**src/logic/node_cfg_pkg.sv**
```systemverilog
/*
 Shared constants and carrier types of the node address and bit rate
 configuration block. Assumes a word-addressed host register port.
*/
package node_cfg_pkg;
    localparam int WORD_W = 16;
    localparam int ADDR_W = 16;
    localparam int NAME_WORDS = 32;
    localparam int NAME_IDX_W = 5;

    localparam logic [ADDR_W-1:0] OFS_PCODE_HI = 16'h4014;
    localparam logic [ADDR_W-1:0] OFS_PCODE_LO = 16'h4015;
    localparam logic [ADDR_W-1:0] OFS_NAME_FIRST = 16'h4016;
    localparam logic [ADDR_W-1:0] OFS_NAME_LAST = 16'h4035;
    localparam logic [ADDR_W-1:0] OFS_IN_IMG = 16'h4036;
    localparam logic [ADDR_W-1:0] OFS_OUT_IMG = 16'h4037;
    localparam logic [ADDR_W-1:0] OFS_SVC_STATUS = 16'h4101;

    localparam logic [WORD_W-1:0] IMAGE_SIZE_BYTES = 16'h0100;
    localparam logic [WORD_W-1:0] SVC_STATUS_RESET = 16'h0007;
    localparam logic [WORD_W-1:0] ZERO_WORD = 16'h0000;

    localparam int TEMP_FLAG_BIT = 0;
    localparam int NODE_FLAG_BIT = 1;
    localparam int RATE_FLAG_BIT = 2;

    localparam logic [1:0] ADDR_SRC_SERIAL = 2'h1;

    localparam int UNITS_LSB = 0;
    localparam int TENS_LSB = 4;
    localparam int RATE_LSB = 8;
    localparam int BIN_RATE_LSB = 6;

    localparam logic [3:0] DIGIT_MAX = 4'h9;
    localparam logic [3:0] RATE_CODE_MAX = 4'h8;
    localparam logic [3:0] RATE_AUTO = 4'h0;
    localparam logic [3:0] RATE_250K = 4'h5;
    localparam logic [3:0] RATE_500K = 4'h6;
    localparam logic [3:0] RATE_1000K = 4'h8;
    localparam logic [6:0] NODE_VIA_SERVICE = 7'h00;
    localparam logic [6:0] TENS_WEIGHT = 7'h0A;

    typedef enum logic [1:0] {
        CODE_SWITCH = 2'b00,
        CODE_SHIFT = 2'b01,
        CODE_BINARY = 2'b10,
        CODE_INVALID = 2'b11
    } coding_e;

    typedef struct packed {
        logic wr;
        logic rd;
        logic [ADDR_W-1:0] addr;
        logic [WORD_W-1:0] wdata;
    } host_req_s;

    typedef struct packed {
        logic valid;
        logic [6:0] node;
        logic [3:0] rate;
        logic node_by_service;
    } setting_s;
endpackage

```
**src/logic/node_address_bitrate_config.sv**
```systemverilog
/*
 Node address / bit rate configuration and identity register bank.
 Assumes a single-cycle word-addressed host port synchronous to clk and
 shift-register input words already assembled by the serial front end.
*/
`timescale 1ns/100ps
module node_address_bitrate_config
    import node_cfg_pkg::*;
#(
    parameter logic [31:0] PRODUCT_CODE_INIT = 32'h0000_0000 // arbitrary
)
(
    input wire logic clk,
    input wire logic rst,
    input wire node_cfg_pkg::host_req_s host_req,
    input wire logic [15:0] sync_serial_inputs,
    input wire logic sync_serial_valid,
    input wire logic [1:0] addr_source,
    input wire node_cfg_pkg::coding_e coding,
    input wire logic master_node_set,
    input wire logic [6:0] master_node,
    input wire logic master_rate_set,
    input wire logic [3:0] master_rate,
    input wire logic params_stored,
    output logic [node_cfg_pkg::WORD_W-1:0] host_rdata,
    output logic host_rvalid,
    output logic [6:0] node_addr,
    output logic [3:0] bit_rate,
    output logic config_invalid,
    output logic node_via_service,
    output logic params_temporary_flag,
    output logic address_set_by_master_flag,
    output logic rate_set_by_master_flag
);
    import node_cfg_pkg::*;

    setting_s setting;
    logic [31:0] product_code;
    logic [WORD_W-1:0] name_mem [NAME_WORDS];
    logic [WORD_W-1:0] next_rdata;
    logic [NAME_IDX_W-1:0] name_idx;
    logic in_name;
    logic serial_src;
    logic word_taken;

    node_setting_decode u_decode (
        .sync_serial_inputs(sync_serial_inputs),
        .coding(coding),
        .setting(setting)
    );

    assign serial_src = addr_source == ADDR_SRC_SERIAL;
    assign word_taken = serial_src && sync_serial_valid && !master_node_set
        && !master_rate_set;
    assign in_name = host_req.addr >= OFS_NAME_FIRST
        && host_req.addr <= OFS_NAME_LAST;
    assign name_idx = NAME_IDX_W'(host_req.addr - OFS_NAME_FIRST);

    // applied setting; master assignment overrides, invalid keeps old
    always_ff @(posedge clk or posedge rst) begin
        if (rst) begin
            node_addr <= NODE_VIA_SERVICE;
            bit_rate <= RATE_AUTO;
            config_invalid <= 1'b0;
            node_via_service <= 1'b1;
        end else if (master_node_set || master_rate_set) begin
            if (master_node_set) begin
                node_addr <= master_node;
                node_via_service <= 1'b0;
            end
            if (master_rate_set) begin
                bit_rate <= master_rate;
            end
        end else if (serial_src && sync_serial_valid) begin
            config_invalid <= !setting.valid;
            if (setting.valid) begin
                node_addr <= setting.node;
                bit_rate <= setting.rate;
                node_via_service <= setting.node_by_service;
            end
        end
    end

    // service status flags
    always_ff @(posedge clk or posedge rst) begin
        if (rst) begin
            params_temporary_flag <= SVC_STATUS_RESET[TEMP_FLAG_BIT];
            address_set_by_master_flag <= SVC_STATUS_RESET[NODE_FLAG_BIT];
            rate_set_by_master_flag <= SVC_STATUS_RESET[RATE_FLAG_BIT];
        end else begin
            params_temporary_flag <= !params_stored;
            if (master_node_set) begin
                address_set_by_master_flag <= 1'b1;
            end else if (serial_src && sync_serial_valid && setting.valid
                    && !setting.node_by_service) begin
                address_set_by_master_flag <= 1'b0;
            end
            if (master_rate_set) begin
                rate_set_by_master_flag <= 1'b1;
            end else if (serial_src && sync_serial_valid && setting.valid
                    && setting.rate != RATE_AUTO) begin
                rate_set_by_master_flag <= 1'b0;
            end
        end
    end

    // product code, two host words
    always_ff @(posedge clk or posedge rst) begin
        if (rst) begin
            product_code <= PRODUCT_CODE_INIT;
        end else if (host_req.wr) begin
            if (host_req.addr == OFS_PCODE_HI) begin
                product_code[31:16] <= host_req.wdata;
            end else if (host_req.addr == OFS_PCODE_LO) begin
                product_code[15:0] <= host_req.wdata;
            end
        end
    end

    // name storage; contents kept as written, trailing zeros by software
    always_ff @(posedge clk) begin
        if (host_req.wr && in_name) begin
            name_mem[name_idx] <= host_req.wdata;
        end
    end

    always_comb begin
        next_rdata = ZERO_WORD;
        if (in_name) begin
            next_rdata = name_mem[name_idx];
        end else begin
            case (host_req.addr)
                OFS_PCODE_HI: next_rdata = product_code[31:16];
                OFS_PCODE_LO: next_rdata = product_code[15:0];
                OFS_IN_IMG: next_rdata = IMAGE_SIZE_BYTES;
                OFS_OUT_IMG: next_rdata = IMAGE_SIZE_BYTES;
                OFS_SVC_STATUS: begin
                    next_rdata[TEMP_FLAG_BIT] = params_temporary_flag;
                    next_rdata[NODE_FLAG_BIT] =
                        address_set_by_master_flag;
                    next_rdata[RATE_FLAG_BIT] = rate_set_by_master_flag;
                end
                default: next_rdata = ZERO_WORD;
            endcase
        end
    end

    always_ff @(posedge clk or posedge rst) begin
        if (rst) begin
            host_rdata <= ZERO_WORD;
            host_rvalid <= 1'b0;
        end else begin
            host_rvalid <= host_req.rd;
            if (host_req.rd) begin
                host_rdata <= next_rdata;
            end
        end
    end

    AST_SRC_GATE: assert property (@(posedge clk) disable iff (rst)
        (!serial_src && !master_node_set && !master_rate_set)
        |=> $stable(node_addr) && $stable(bit_rate))
        else $error("setting applied with non-serial source");

    AST_SRC_FLAG: assert property (@(posedge clk) disable iff (rst)
        !serial_src && !master_node_set && !master_rate_set
        |=> $stable(config_invalid) && $stable(node_via_service))
        else $error("ignored source changed state");

    AST_INVALID_KEEPS: assert property (@(posedge clk) disable iff (rst)
        (serial_src && sync_serial_valid && coding == CODE_INVALID
         && !master_node_set && !master_rate_set)
        |=> config_invalid && $stable(node_addr))
        else $error("invalid coding applied");

    AST_REJECT_RATE: assert property (@(posedge clk) disable iff (rst)
        word_taken && coding == CODE_INVALID
        |=> $stable(bit_rate) && $stable(node_via_service))
        else $error("invalid coding changed rate");

    AST_NIBBLE: assert property (@(posedge clk) disable iff (rst)
        (serial_src && sync_serial_valid && coding == CODE_SWITCH
         && sync_serial_inputs[3:0] > DIGIT_MAX
         && !master_node_set && !master_rate_set)
        |=> config_invalid)
        else $error("bad digit accepted");

    AST_TENS: assert property (@(posedge clk) disable iff (rst)
        word_taken && coding == CODE_SWITCH
        && sync_serial_inputs[TENS_LSB +: 4] > DIGIT_MAX
        |=> config_invalid && $stable(node_addr))
        else $error("bad tens digit accepted");

    AST_SHIFT_DIGIT: assert property (@(posedge clk) disable iff (rst)
        word_taken && coding == CODE_SHIFT
        && sync_serial_inputs[UNITS_LSB +: 4] > DIGIT_MAX
        |=> config_invalid && $stable(node_addr))
        else $error("bad shift digit accepted");

    AST_SW_NODE: assert property (@(posedge clk) disable iff (rst)
        word_taken && coding == CODE_SWITCH && setting.valid
        |=> node_addr == 7'($past(sync_serial_inputs[TENS_LSB +: 4])
            * TENS_WEIGHT + $past(sync_serial_inputs[UNITS_LSB +: 4])))
        else $error("switch node wrong");

    AST_DEC_NODE: assert property (@(posedge clk) disable iff (rst)
        (serial_src && sync_serial_valid && coding == CODE_SHIFT
         && setting.valid && !master_node_set && !master_rate_set)
        |=> node_addr == 7'($past(sync_serial_inputs[7:4]) * TENS_WEIGHT
            + $past(sync_serial_inputs[3:0])) && bit_rate == RATE_AUTO)
        else $error("decimal node wrong");

    AST_SHIFT_AUTO: assert property (@(posedge clk) disable iff (rst)
        coding == CODE_SHIFT |-> setting.rate == RATE_AUTO)
        else $error("shift variant rate not automatic");

    AST_SHIFT_SVC: assert property (@(posedge clk) disable iff (rst)
        word_taken && coding == CODE_SHIFT && setting.valid
        && setting.node != NODE_VIA_SERVICE |=> !node_via_service)
        else $error("nonzero node sent to service");

    AST_BIN_NODE: assert property (@(posedge clk) disable iff (rst)
        (serial_src && sync_serial_valid && coding == CODE_BINARY
         && !master_node_set && !master_rate_set)
        |=> node_addr == 7'($past(sync_serial_inputs[5:0])) + 7'h01)
        else $error("binary node wrong");

    AST_BIN_DIRECT: assert property (@(posedge clk) disable iff (rst)
        word_taken && coding == CODE_BINARY |=> !node_via_service)
        else $error("binary node sent to service");

    AST_BIN_VALID: assert property (@(posedge clk) disable iff (rst)
        word_taken && coding == CODE_BINARY |=> !config_invalid)
        else $error("binary word rejected");

    AST_BIN_AUTO: assert property (@(posedge clk) disable iff (rst)
        word_taken && coding == CODE_BINARY
        && sync_serial_inputs[BIN_RATE_LSB +: 2] == 2'h0
        |=> bit_rate == RATE_AUTO)
        else $error("binary auto rate wrong");

    AST_BIN_250K: assert property (@(posedge clk) disable iff (rst)
        word_taken && coding == CODE_BINARY
        && sync_serial_inputs[BIN_RATE_LSB +: 2] == 2'h1
        |=> bit_rate == RATE_250K)
        else $error("binary 250k rate wrong");

    AST_BIN_500K: assert property (@(posedge clk) disable iff (rst)
        word_taken && coding == CODE_BINARY
        && sync_serial_inputs[BIN_RATE_LSB +: 2] == 2'h2
        |=> bit_rate == RATE_500K)
        else $error("binary 500k rate wrong");

    AST_BIN_RATE: assert property (@(posedge clk) disable iff (rst)
        (serial_src && sync_serial_valid && coding == CODE_BINARY
         && sync_serial_inputs[7:6] == 2'h3
         && !master_node_set && !master_rate_set)
        |=> bit_rate == RATE_1000K)
        else $error("binary rate wrong");

    AST_SW_RATE: assert property (@(posedge clk) disable iff (rst)
        (serial_src && sync_serial_valid && coding == CODE_SWITCH
         && sync_serial_inputs[11:8] > RATE_CODE_MAX
         && !master_node_set && !master_rate_set)
        |=> config_invalid)
        else $error("bad rate code accepted");

    AST_SW_RATE_SET: assert property (@(posedge clk) disable iff (rst)
        word_taken && coding == CODE_SWITCH && setting.valid
        |=> bit_rate == $past(sync_serial_inputs[RATE_LSB +: 4]))
        else $error("switch rate not applied");

    AST_ZERO_NODE: assert property (@(posedge clk) disable iff (rst)
        (serial_src && sync_serial_valid && coding == CODE_SWITCH
         && setting.valid && setting.node == NODE_VIA_SERVICE
         && !master_node_set && !master_rate_set)
        |=> node_via_service)
        else $error("zero node not routed to service");

    AST_IMG: assert property (@(posedge clk) disable iff (rst)
        host_req.rd && (host_req.addr == OFS_IN_IMG
            || host_req.addr == OFS_OUT_IMG)
        |=> host_rvalid && host_rdata == IMAGE_SIZE_BYTES)
        else $error("image size wrong");

    AST_RVALID: assert property (@(posedge clk) disable iff (rst)
        !host_req.rd |=> !host_rvalid)
        else $error("read answer without request");

    AST_TEMP_FLAG: assert property (@(posedge clk) disable iff (rst)
        ##1 params_temporary_flag == !$past(params_stored))
        else $error("temporary flag wrong");

    AST_STATUS: assert property (@(posedge clk)
        disable iff (rst) host_req.rd && host_req.addr == OFS_SVC_STATUS
        |=> host_rdata[TEMP_FLAG_BIT] == $past(params_temporary_flag)
            && host_rdata[NODE_FLAG_BIT]
                == $past(address_set_by_master_flag)
            && host_rdata[RATE_FLAG_BIT] == $past(rate_set_by_master_flag))
        else $error("status word bits misplaced");

    AST_NODE_FLAG: assert property (@(posedge clk) disable iff (rst)
        master_node_set |=> address_set_by_master_flag
            && node_addr == $past(master_node))
        else $error("master address flag wrong");

    AST_NODE_CLEAR: assert property (@(posedge clk) disable iff (rst)
        word_taken && setting.valid && !setting.node_by_service
        |=> !address_set_by_master_flag)
        else $error("serial address kept master flag");

    AST_RATE_FLAG: assert property (@(posedge clk) disable iff (rst)
        master_rate_set |=> rate_set_by_master_flag)
        else $error("master rate flag wrong");

    AST_RATE_CLEAR: assert property (@(posedge clk) disable iff (rst)
        word_taken && setting.valid && setting.rate != RATE_AUTO
        |=> !rate_set_by_master_flag)
        else $error("serial rate kept master flag");

    AST_MASTER_RATE: assert property (@(posedge clk) disable iff (rst)
        master_rate_set |=> bit_rate == $past(master_rate))
        else $error("master rate not applied");

    AST_PCODE: assert property (@(posedge clk) disable iff (rst)
        host_req.wr && host_req.addr == OFS_PCODE_LO
        ##1 host_req.rd && host_req.addr == OFS_PCODE_LO
        |=> host_rdata == $past(host_req.wdata, 2))
        else $error("product code low word lost");

    AST_PCODE_HI_WR: assert property (@(posedge clk) disable iff (rst)
        host_req.wr && host_req.addr == OFS_PCODE_HI
        |=> product_code[31:16] == $past(host_req.wdata)
            && $stable(product_code[15:0]))
        else $error("product code high word write lost");

    AST_PCODE_LO_WR: assert property (@(posedge clk) disable iff (rst)
        host_req.wr && host_req.addr == OFS_PCODE_LO
        |=> product_code[15:0] == $past(host_req.wdata)
            && $stable(product_code[31:16]))
        else $error("product code low word write lost");
endmodule // node_address_bitrate_config

```
**src/logic/node_setting_decode.sv**
```systemverilog
/*
 Combinational decoder from the 16 shift-register input bits to a node
 address and bit-rate code, per coding variant. Assumes stable inputs.
*/
`timescale 1ns/100ps
module node_setting_decode
    import node_cfg_pkg::*;
(
    input wire logic [15:0] sync_serial_inputs,
    input wire node_cfg_pkg::coding_e coding,
    output node_cfg_pkg::setting_s setting
);
    function automatic logic digit_ok(input logic [3:0] d);
        return d <= DIGIT_MAX;
    endfunction

    logic [3:0] units;
    logic [3:0] tens;
    logic [3:0] rate_sw;
    logic [6:0] dec_node;

    assign units = sync_serial_inputs[UNITS_LSB +: 4];
    assign tens = sync_serial_inputs[TENS_LSB +: 4];
    assign rate_sw = sync_serial_inputs[RATE_LSB +: 4];
    assign dec_node = 7'(tens * TENS_WEIGHT) + 7'(units);

    always_comb begin
        setting = '0;
        case (coding)
            CODE_SWITCH: begin
                setting.valid = digit_ok(units) && digit_ok(tens)
                    && rate_sw <= RATE_CODE_MAX;
                setting.node = dec_node;
                setting.rate = rate_sw;
                setting.node_by_service = dec_node == NODE_VIA_SERVICE;
            end
            CODE_SHIFT: begin
                setting.valid = digit_ok(units) && digit_ok(tens);
                setting.node = dec_node;
                setting.rate = RATE_AUTO;
                setting.node_by_service = dec_node == NODE_VIA_SERVICE;
            end
            CODE_BINARY: begin
                setting.valid = 1'b1;
                setting.node = 7'(sync_serial_inputs[5:0]) + 7'h01;
                case (sync_serial_inputs[BIN_RATE_LSB +: 2])
                    2'h0: setting.rate = RATE_AUTO;
                    2'h1: setting.rate = RATE_250K;
                    2'h2: setting.rate = RATE_500K;
                    default: setting.rate = RATE_1000K;
                endcase
            end
            default: setting = '0;
        endcase
    end
endmodule // node_setting_decode

```
**config.mk**
```make
export PLATFORM = sky130hd
export DESIGN_NAME = node_address_bitrate_config
export DESIGN_NICKNAME = d
export VERILOG_FILES = /design/src/logic/node_cfg_pkg.sv /design/src/logic/node_address_bitrate_config.sv /design/src/logic/node_setting_decode.sv
export SDC_FILE = /design/constraint.sdc
export NUM_CORES = 1
export LEC_CHECK = 0
export BUFFER_PORTS_ARGS = -buffer_cell sky130_fd_sc_hd__buf_4
export CAP_MARGIN = 10
export CORE_AREA = 2 2 170 239
export DETAILED_ROUTE_END_ITERATION = 7
export DIE_AREA = 0 0 172 241
export HOLD_SLACK_MARGIN = 0.1
export PLACE_DENSITY = 0.84
export SLEW_MARGIN = 20
export SYNTH_ARGS = -nofsm -noshare
export SYNTH_HDL_FRONTEND = slang
export SYNTH_HIERARCHICAL = 1
export SYNTH_SLANG_ARGS = --single-unit
export TNS_END_PERCENT = 30
```
**constraint.sdc**
```tcl
create_clock -name clk -period 2.1 [get_ports clk]
set_clock_uncertainty 0.05 [all_clocks]
set_input_delay 0.21 -clock clk [delete_from_list [all_inputs] [get_ports clk]]
set_output_delay 0.21 -clock clk [all_outputs]
set_load 0.05 [all_outputs]
```
Word-level counts from Yosys, hierarchy flattened
Memories as Yosys holds them, arrays and structs flattened.
Index checks and enable logic that the tools add are counted.
- flip-flop bits (word level): 65
- bits in writable memories: 512
- bits of input ports: 71
- output and inout port bits: 33
- logic and storage cells: 86
- memories kept: 1
- memories (name ; depth ; width ; rd ports ; clocked after Yosys merged registers in ; write ports ; RTL line ; RTL):
    name_mem ; 32 ; 16 ; 1 ; 0 ; 1 ; node_address_bitrate_config.sv:39 ; logic [WORD_W-1:0] name_mem [NAME_WORDS];
- add/sub/neg operators: 3
- multipliers: 1
- order comparisons: 5
- equality and inequality tests: 12
- mux-type cells: 24
- bitwise logic cells: 2
- reductions and logical operators: 27
- operators with widths (cell ; number):
    $eq A16 B15 Y1 const B ; 5
    $pmux W13 S3 ; 1
    $pmux W12 S3 ; 1
    $mux W7 ; 4
    $ge A16 B15 Y1 const B ; 1
    $le A16 B15 Y1 const B ; 1
    $mux W16 ; 1
    $mux W4 ; 4
    $le A4 B4 Y1 const B ; 3
    $pmux W4 S3 ; 1
    $mux W1 ; 11
    $pmux W3 S3 ; 1
    $reduce_and A3 Y1 ; 3
    $logic_and A1 B1 Y1 ; 8
    $reduce_bool A2 Y1 ; 4
    $add A6 B1 Y7 const B ; 1
    $add A7 B4 Y7 ; 1
    $logic_not A7 Y1 ; 1
    $eq A2 B1 Y1 const B ; 3
    $mul A4 B3 Y6 const B ; 1
    $sub A5 B5 Y5 const B ; 1
    $eq A2 B2 Y1 const B ; 2
    $logic_not A2 Y1 ; 2
    $ne A2 B2 Y1 const B ; 2
    6 further kinds ; 11

Logic depth before layout (Yosys ltp)
- depth in word-level cells: 8
- mapped depth: 10

Modules after synthesis
The synthesis kept the hierarchy.
- modules (own cells, without submodules) (module ; times used ; cells each ; area each (sq um) ; seq. area each (sq um)):
    node_address_bitrate_config ; 1 ; 1158 ; 22783.1 ; 17006.3
    node_setting_decode ; 1 ; 79 ; 613.1 ; 0.0

Worst setup path after synthesis
OpenSTA, ideal clock, no wires.
- kind: input-to-reg
- start: input port host_req[17] (netlist name)
- end: memory name_mem[0][0], enable pin
- setup time: 0.389 ns
- data arrival time: 2.311 ns
- slack: -0.649 ns
- stages on the path: 7
- path buffers: 3
- cells stage by stage: ha_1 buf_2 inv_1 buf_1 clkbuf_1 nand2_1 nor2_1
- cells in the longest elaborated chain, start to end: 5
- ends and longest elaborated chain (element ; RTL line ; RTL):
    start, declared ; node_address_bitrate_config.sv:15 ; input wire node_cfg_pkg::host_req_s host_req,
    $ge A16 B15 Y1 / $le A16 B15 Y1 (equally long branches) ; node_address_bitrate_config.sv:55, node_address_bitrate_config.sv:56 ;
    $logic_and A1 B1 Y1 ; node_address_bitrate_config.sv:56 ; && host_req.addr <= OFS_NAME_LAST;
    $logic_and A1 B1 Y1 ; node_address_bitrate_config.sv:122 ; if (host_req.wr && in_name) begin
    $mux W1 ; node_address_bitrate_config.sv:122 ;
    $mux W1 (implied by the code) ; node_address_bitrate_config.sv:123 ; name_mem[name_idx] <= host_req.wdata;
    end, declared ; node_address_bitrate_config.sv:39 ;
Parallel ways exist; a longest one is shown, timed or not.

Worst setup path after layout
- start: memory name_mem[3][14]
- end: register host_rdata[14] (netlist name)
- cells in the longest elaborated chain, start to end: 2
- ends and longest elaborated chain (element ; RTL line ; RTL):
    $mem_v2 Z32 W16 ; n/a ;
    $mux W16 ; node_address_bitrate_config.sv:129 ; if (in_name) begin
    end signal, assigned ; node_address_bitrate_config.sv:155 ; host_rdata <= next_rdata;
    end, declared ; node_address_bitrate_config.sv:25 ; output logic [node_cfg_pkg::WORD_W-1:0] host_rdata,
Every way passes these cells.
A chain may end at the register's enable or synchronous reset.

==> run summary <==
## STA
* **final-report setup violation count** 0
* **Hold Slack** 0.123 ns
* **post-layout worst setup margin** 0.110 ns
* **number of max-slew violations in the final report** 0
* **final count of hold timing violations** 0
* **Fmax** 503 MHz
* **setup repair after global routing missed its margin** false
* **period utilization** 94.8%
* **clock period minus final worst setup slack** 1.99 ns
* **transition at the pin with the smallest max-transition slack** 0.559 ns
* **worst slew slack as a fraction of its limit** 62.6%

## Logic synthesis
* **Post-synth top flop** sky130_fd_sc_hd__edfxtp_1
* **Synth Area in Adders** 0.920%
* **share of synthesized area spent on multiplexers** 15.4%
* **number of synthesized flops with an enable pin** 512
* **complex-gate fraction of the synthesized area** 4.57%
* **Post-Synthesis Cell Area** 23,400 um^2
* **FFs w/ async S/R, synth** 11.3%
* **Synth Instances** 1,237
* **net count of the mapped netlist** 1,324
* **Synth Area in XOR/XNOR** 0.444%
* **count of different cell masters after synthesis** 68
* **simple-gate area share of the yosys netlist** 3.62%
* **total number of yosys warnings** 6
* **cell accounting for the most synthesized area** sky130_fd_sc_hd__edfxtp_1
* **dominant cells by area after synthesis** sky130_fd_sc_hd__edfxtp_1, sky130_fd_sc_hd__mux4_2, sky130_fd_sc_hd__dfrtp_1
* **Yosys top cell area share** 65.7%
* **Post-Synthesis Mean Instance Area** 18.9 um^2
* **post-synthesis sequential area ratio** 72.7%
* **dominant combinational cell family by area after synthesis** multiplexers
* **flip-flop and latch count after synthesis** 577

## Finish
* **synth-to-layout area growth** 21.8%
* **count of non-filler cells in the finished layout** 2,098
* **diodes inserted** 0
* **area occupied by registers** 17,000 um^2
* **most frequent standard cell in the layout excluding fill and tap cells** sky130_fd_sc_hd__edfxtp_1
* **fillcell total** 2,089
* **leading cell types in the layout, fill and taps excluded** sky130_fd_sc_hd__edfxtp_1, sky130_fd_sc_hd__buf_4, sky130_fd_sc_hd__mux4_2
* **proportion of layout cells with a drive suffix above 1** 34.8%
* **area of combinational cells with multiple inputs** 5980 um^2
* **net count reported at finish** 1,616

## Worst setup path
* **highest net fanout along the worst path** 1
* **path type of the worst setup path** reg2reg
* **Critical Path Source Type** flip-flop
* **most used cell along the critical path** sky130_fd_sc_hd__mux4_2
* **crit-path cells** mux4_2, mux4_2, a221oi_1, o21ai_0
* **Slowest Stage Delay on Critical Path** 0.48 ns
* **slowest cell on the critical path** sky130_fd_sc_hd__mux4_2
* **CP endpoint kind** flip-flop
* **Req. time, crit path** 2.50 ns
* **CP arrival** 2.39 ns

## Route
* **total via count in the routed design** 13,780
* **number of nets still failing antenna checks after routing** 0
* **First DRT Iteration DRCs** 1,704
* **number of iterations in the first detailed-routing pass** 5
* **Post-Route WL** 62.2 mm
* **number of vias per cell** 6.57
* **routed length per instance** 29.7 um
* **DRC violation count after routing** 0

## Floorplanning
* **number of ports placed on the die boundary** 104
* **row count** 86
* **CORE AREA** 39,200 um^2
* **Die Ht** 241 um
* **die extent in x** 172 um
* **Initial Util** 59.7%
* **DIE AREA** 41,500 um^2

## GRT
* **met2 usage** 53.4%
* **total track usage** 30.7%
* **first-pass GRT wire length** 91.8 mm
* **maximum number of pins on one net before global-route repair** 66
* **number of antenna violations at the first check in global routing** 0
* **routing usage on met3** 5.92%
* **Global Route met1 Usage** 36.3%
* **total congestion overflow after global routing** 0
* **GRT Max-Usage Layer** met2
* **number of global-route vias before repair** 14,373

## Hold path
* **Hold Path Class** in2reg

## Run status
* **run status** complete, no violations

## Clock tree
* **TritonCTS Sinks** 577
* **clock tree from TritonCTS** built
* **Post-CTS Repair Setup Buffers** 0
* **CTS Buffer Depth** 3
* **clock transition at the registers of the reported paths** 0.07 ns
* **clock root buffer** sky130_fd_sc_hd__clkbuf_16
* **number of H-tree branching levels** 2
* **CTS buffer count** 49
* **latest clock arrival within the worst-skew pair** 0.58 ns

## Pwr
* **leak pwr** 10.2 nW
* **power density of the placed cells** 846 nW/um^2
* **Peak VDD IR** 0.000627 V

## Flow run
* **Max-Cap Viols** 0

## Place
* **HPWL after detailed placement** 38.4 mm
* **pre-CTS setup slack** -0.384 ns
* **cell count after placement** 1,958
* **routability congestion estimate from global placement** 0.930
* **input/output buffers** 99

what timing repair did:
| item | CTS | global route |
|---|---|---|
| endpoints found under the setup margin | 0 | 4 |
| hold buffers | 48 | 0 |
| hold endpoints to repair | 605 | 0 |
| gates resized for setup | 0 | 3 |
where the power goes:
group	switching, W	internal [W]	total [W]
registers	0.0000416	0.0125	0.0126
clock network	0.00406	0.00542	0.00948
logic	0.00122	0.000845	0.00207
total	0.00533	0.0188	0.0241
worst paths after layout:
path,from,end,slack [ns],cells after the start
min in group asynchronous,rst,node_addr[1],0.22,4
worst max register to register,name_mem[3][14],host_rdata[14],0.11,4
max in group asynchronous,rst,params_temporary_flag,1.43,4
worst min-delay path,sync_serial_inputs[3],node_addr[3],0.12,5
worst min register to register,address_set_by_master_flag,address_set_by_master_flag,0.46,2
worst max-delay path,name_mem[3][14],host_rdata[14],0.11,4
cells by family after synthesis:
family	Yosys count
compound gates	148
fa+ha+maj	16
flops	577
mux	201
simple gates	160
buf+inv	124
xor+xnor	11
sequential cells by signal, summed over array words and instances (netlist names):
signal,cells
address_set_by_master_flag,1
bit_rate,4
config_invalid,1
host_rdata,16
host_rvalid,1
name_mem,512
node_addr,7
node_via_service,1
params_temporary_flag,1
product_code,32
rate_set_by_master_flag,1
worst max-delay path: cells and delay by family (launching register included):
kind | cells | cell delay, ns
mux | 2 | 0.95
flops | 1 | 0.40
compound gates | 2 | 0.47
per-layer routing:
layer  vias to the layer above  share of wire (%)
met5                         -                  0
met4                         0                6.0
met3                       245                9.1
met2                       997                 51
met1                      6954                 34
li1                       5584                  -
Yosys cell counts (9+ instances only):
master                     number
sky130_fd_sc_hd__edfxtp_1     512
sky130_fd_sc_hd__mux4_2       117
sky130_fd_sc_hd__nor2_1        64
sky130_fd_sc_hd__inv_1         62
sky130_fd_sc_hd__dfrtp_1       61
sky130_fd_sc_hd__mux2i_1       47
sky130_fd_sc_hd__o22ai_1       37
sky130_fd_sc_hd__nand2_1       33
sky130_fd_sc_hd__clkbuf_1      24
sky130_fd_sc_hd__o21ai_0       23
sky130_fd_sc_hd__buf_2         21
sky130_fd_sc_hd__a32o_1        20
sky130_fd_sc_hd__mux2_4        20
sky130_fd_sc_hd__a221oi_1      19
sky130_fd_sc_hd__mux2_2        17
sky130_fd_sc_hd__ha_1          14
sky130_fd_sc_hd__a22oi_1       13
sky130_fd_sc_hd__nor4_1        12
sky130_fd_sc_hd__nand3_1       11
sky130_fd_sc_hd__buf_4          9
through the flow:
step | area (um^2) | total power [W] | utilization [%] | TNS [ns]
CTS | 28500 | 0.0241 | 72.8 | 0
detailed placement | 26300 | 0.0147 | 67.2 | -45.33
floorplan | 23500 | 0.0139 | - | -140.55
finish | 28500 | 0.0241 | 72.8 | 0
global placement | 26300 | 0.0147 | 67.2 | -29.48
global route | 28500 | 0.0247 | 72.8 | 0
area by class of cell:
class | instances | share of cell area [%]
multi-input cells | 536 | 21.0
clock buffers | 58 | 4.67
flip-flops and latches | 577 | 59.7
inverters | 63 | 0.830
repair buffers | 302 | 10.3
clock inverters | 34 | 1.26
well taps | 528 | 2.32
No activity file was read; power rests on OpenSTA's default activity.
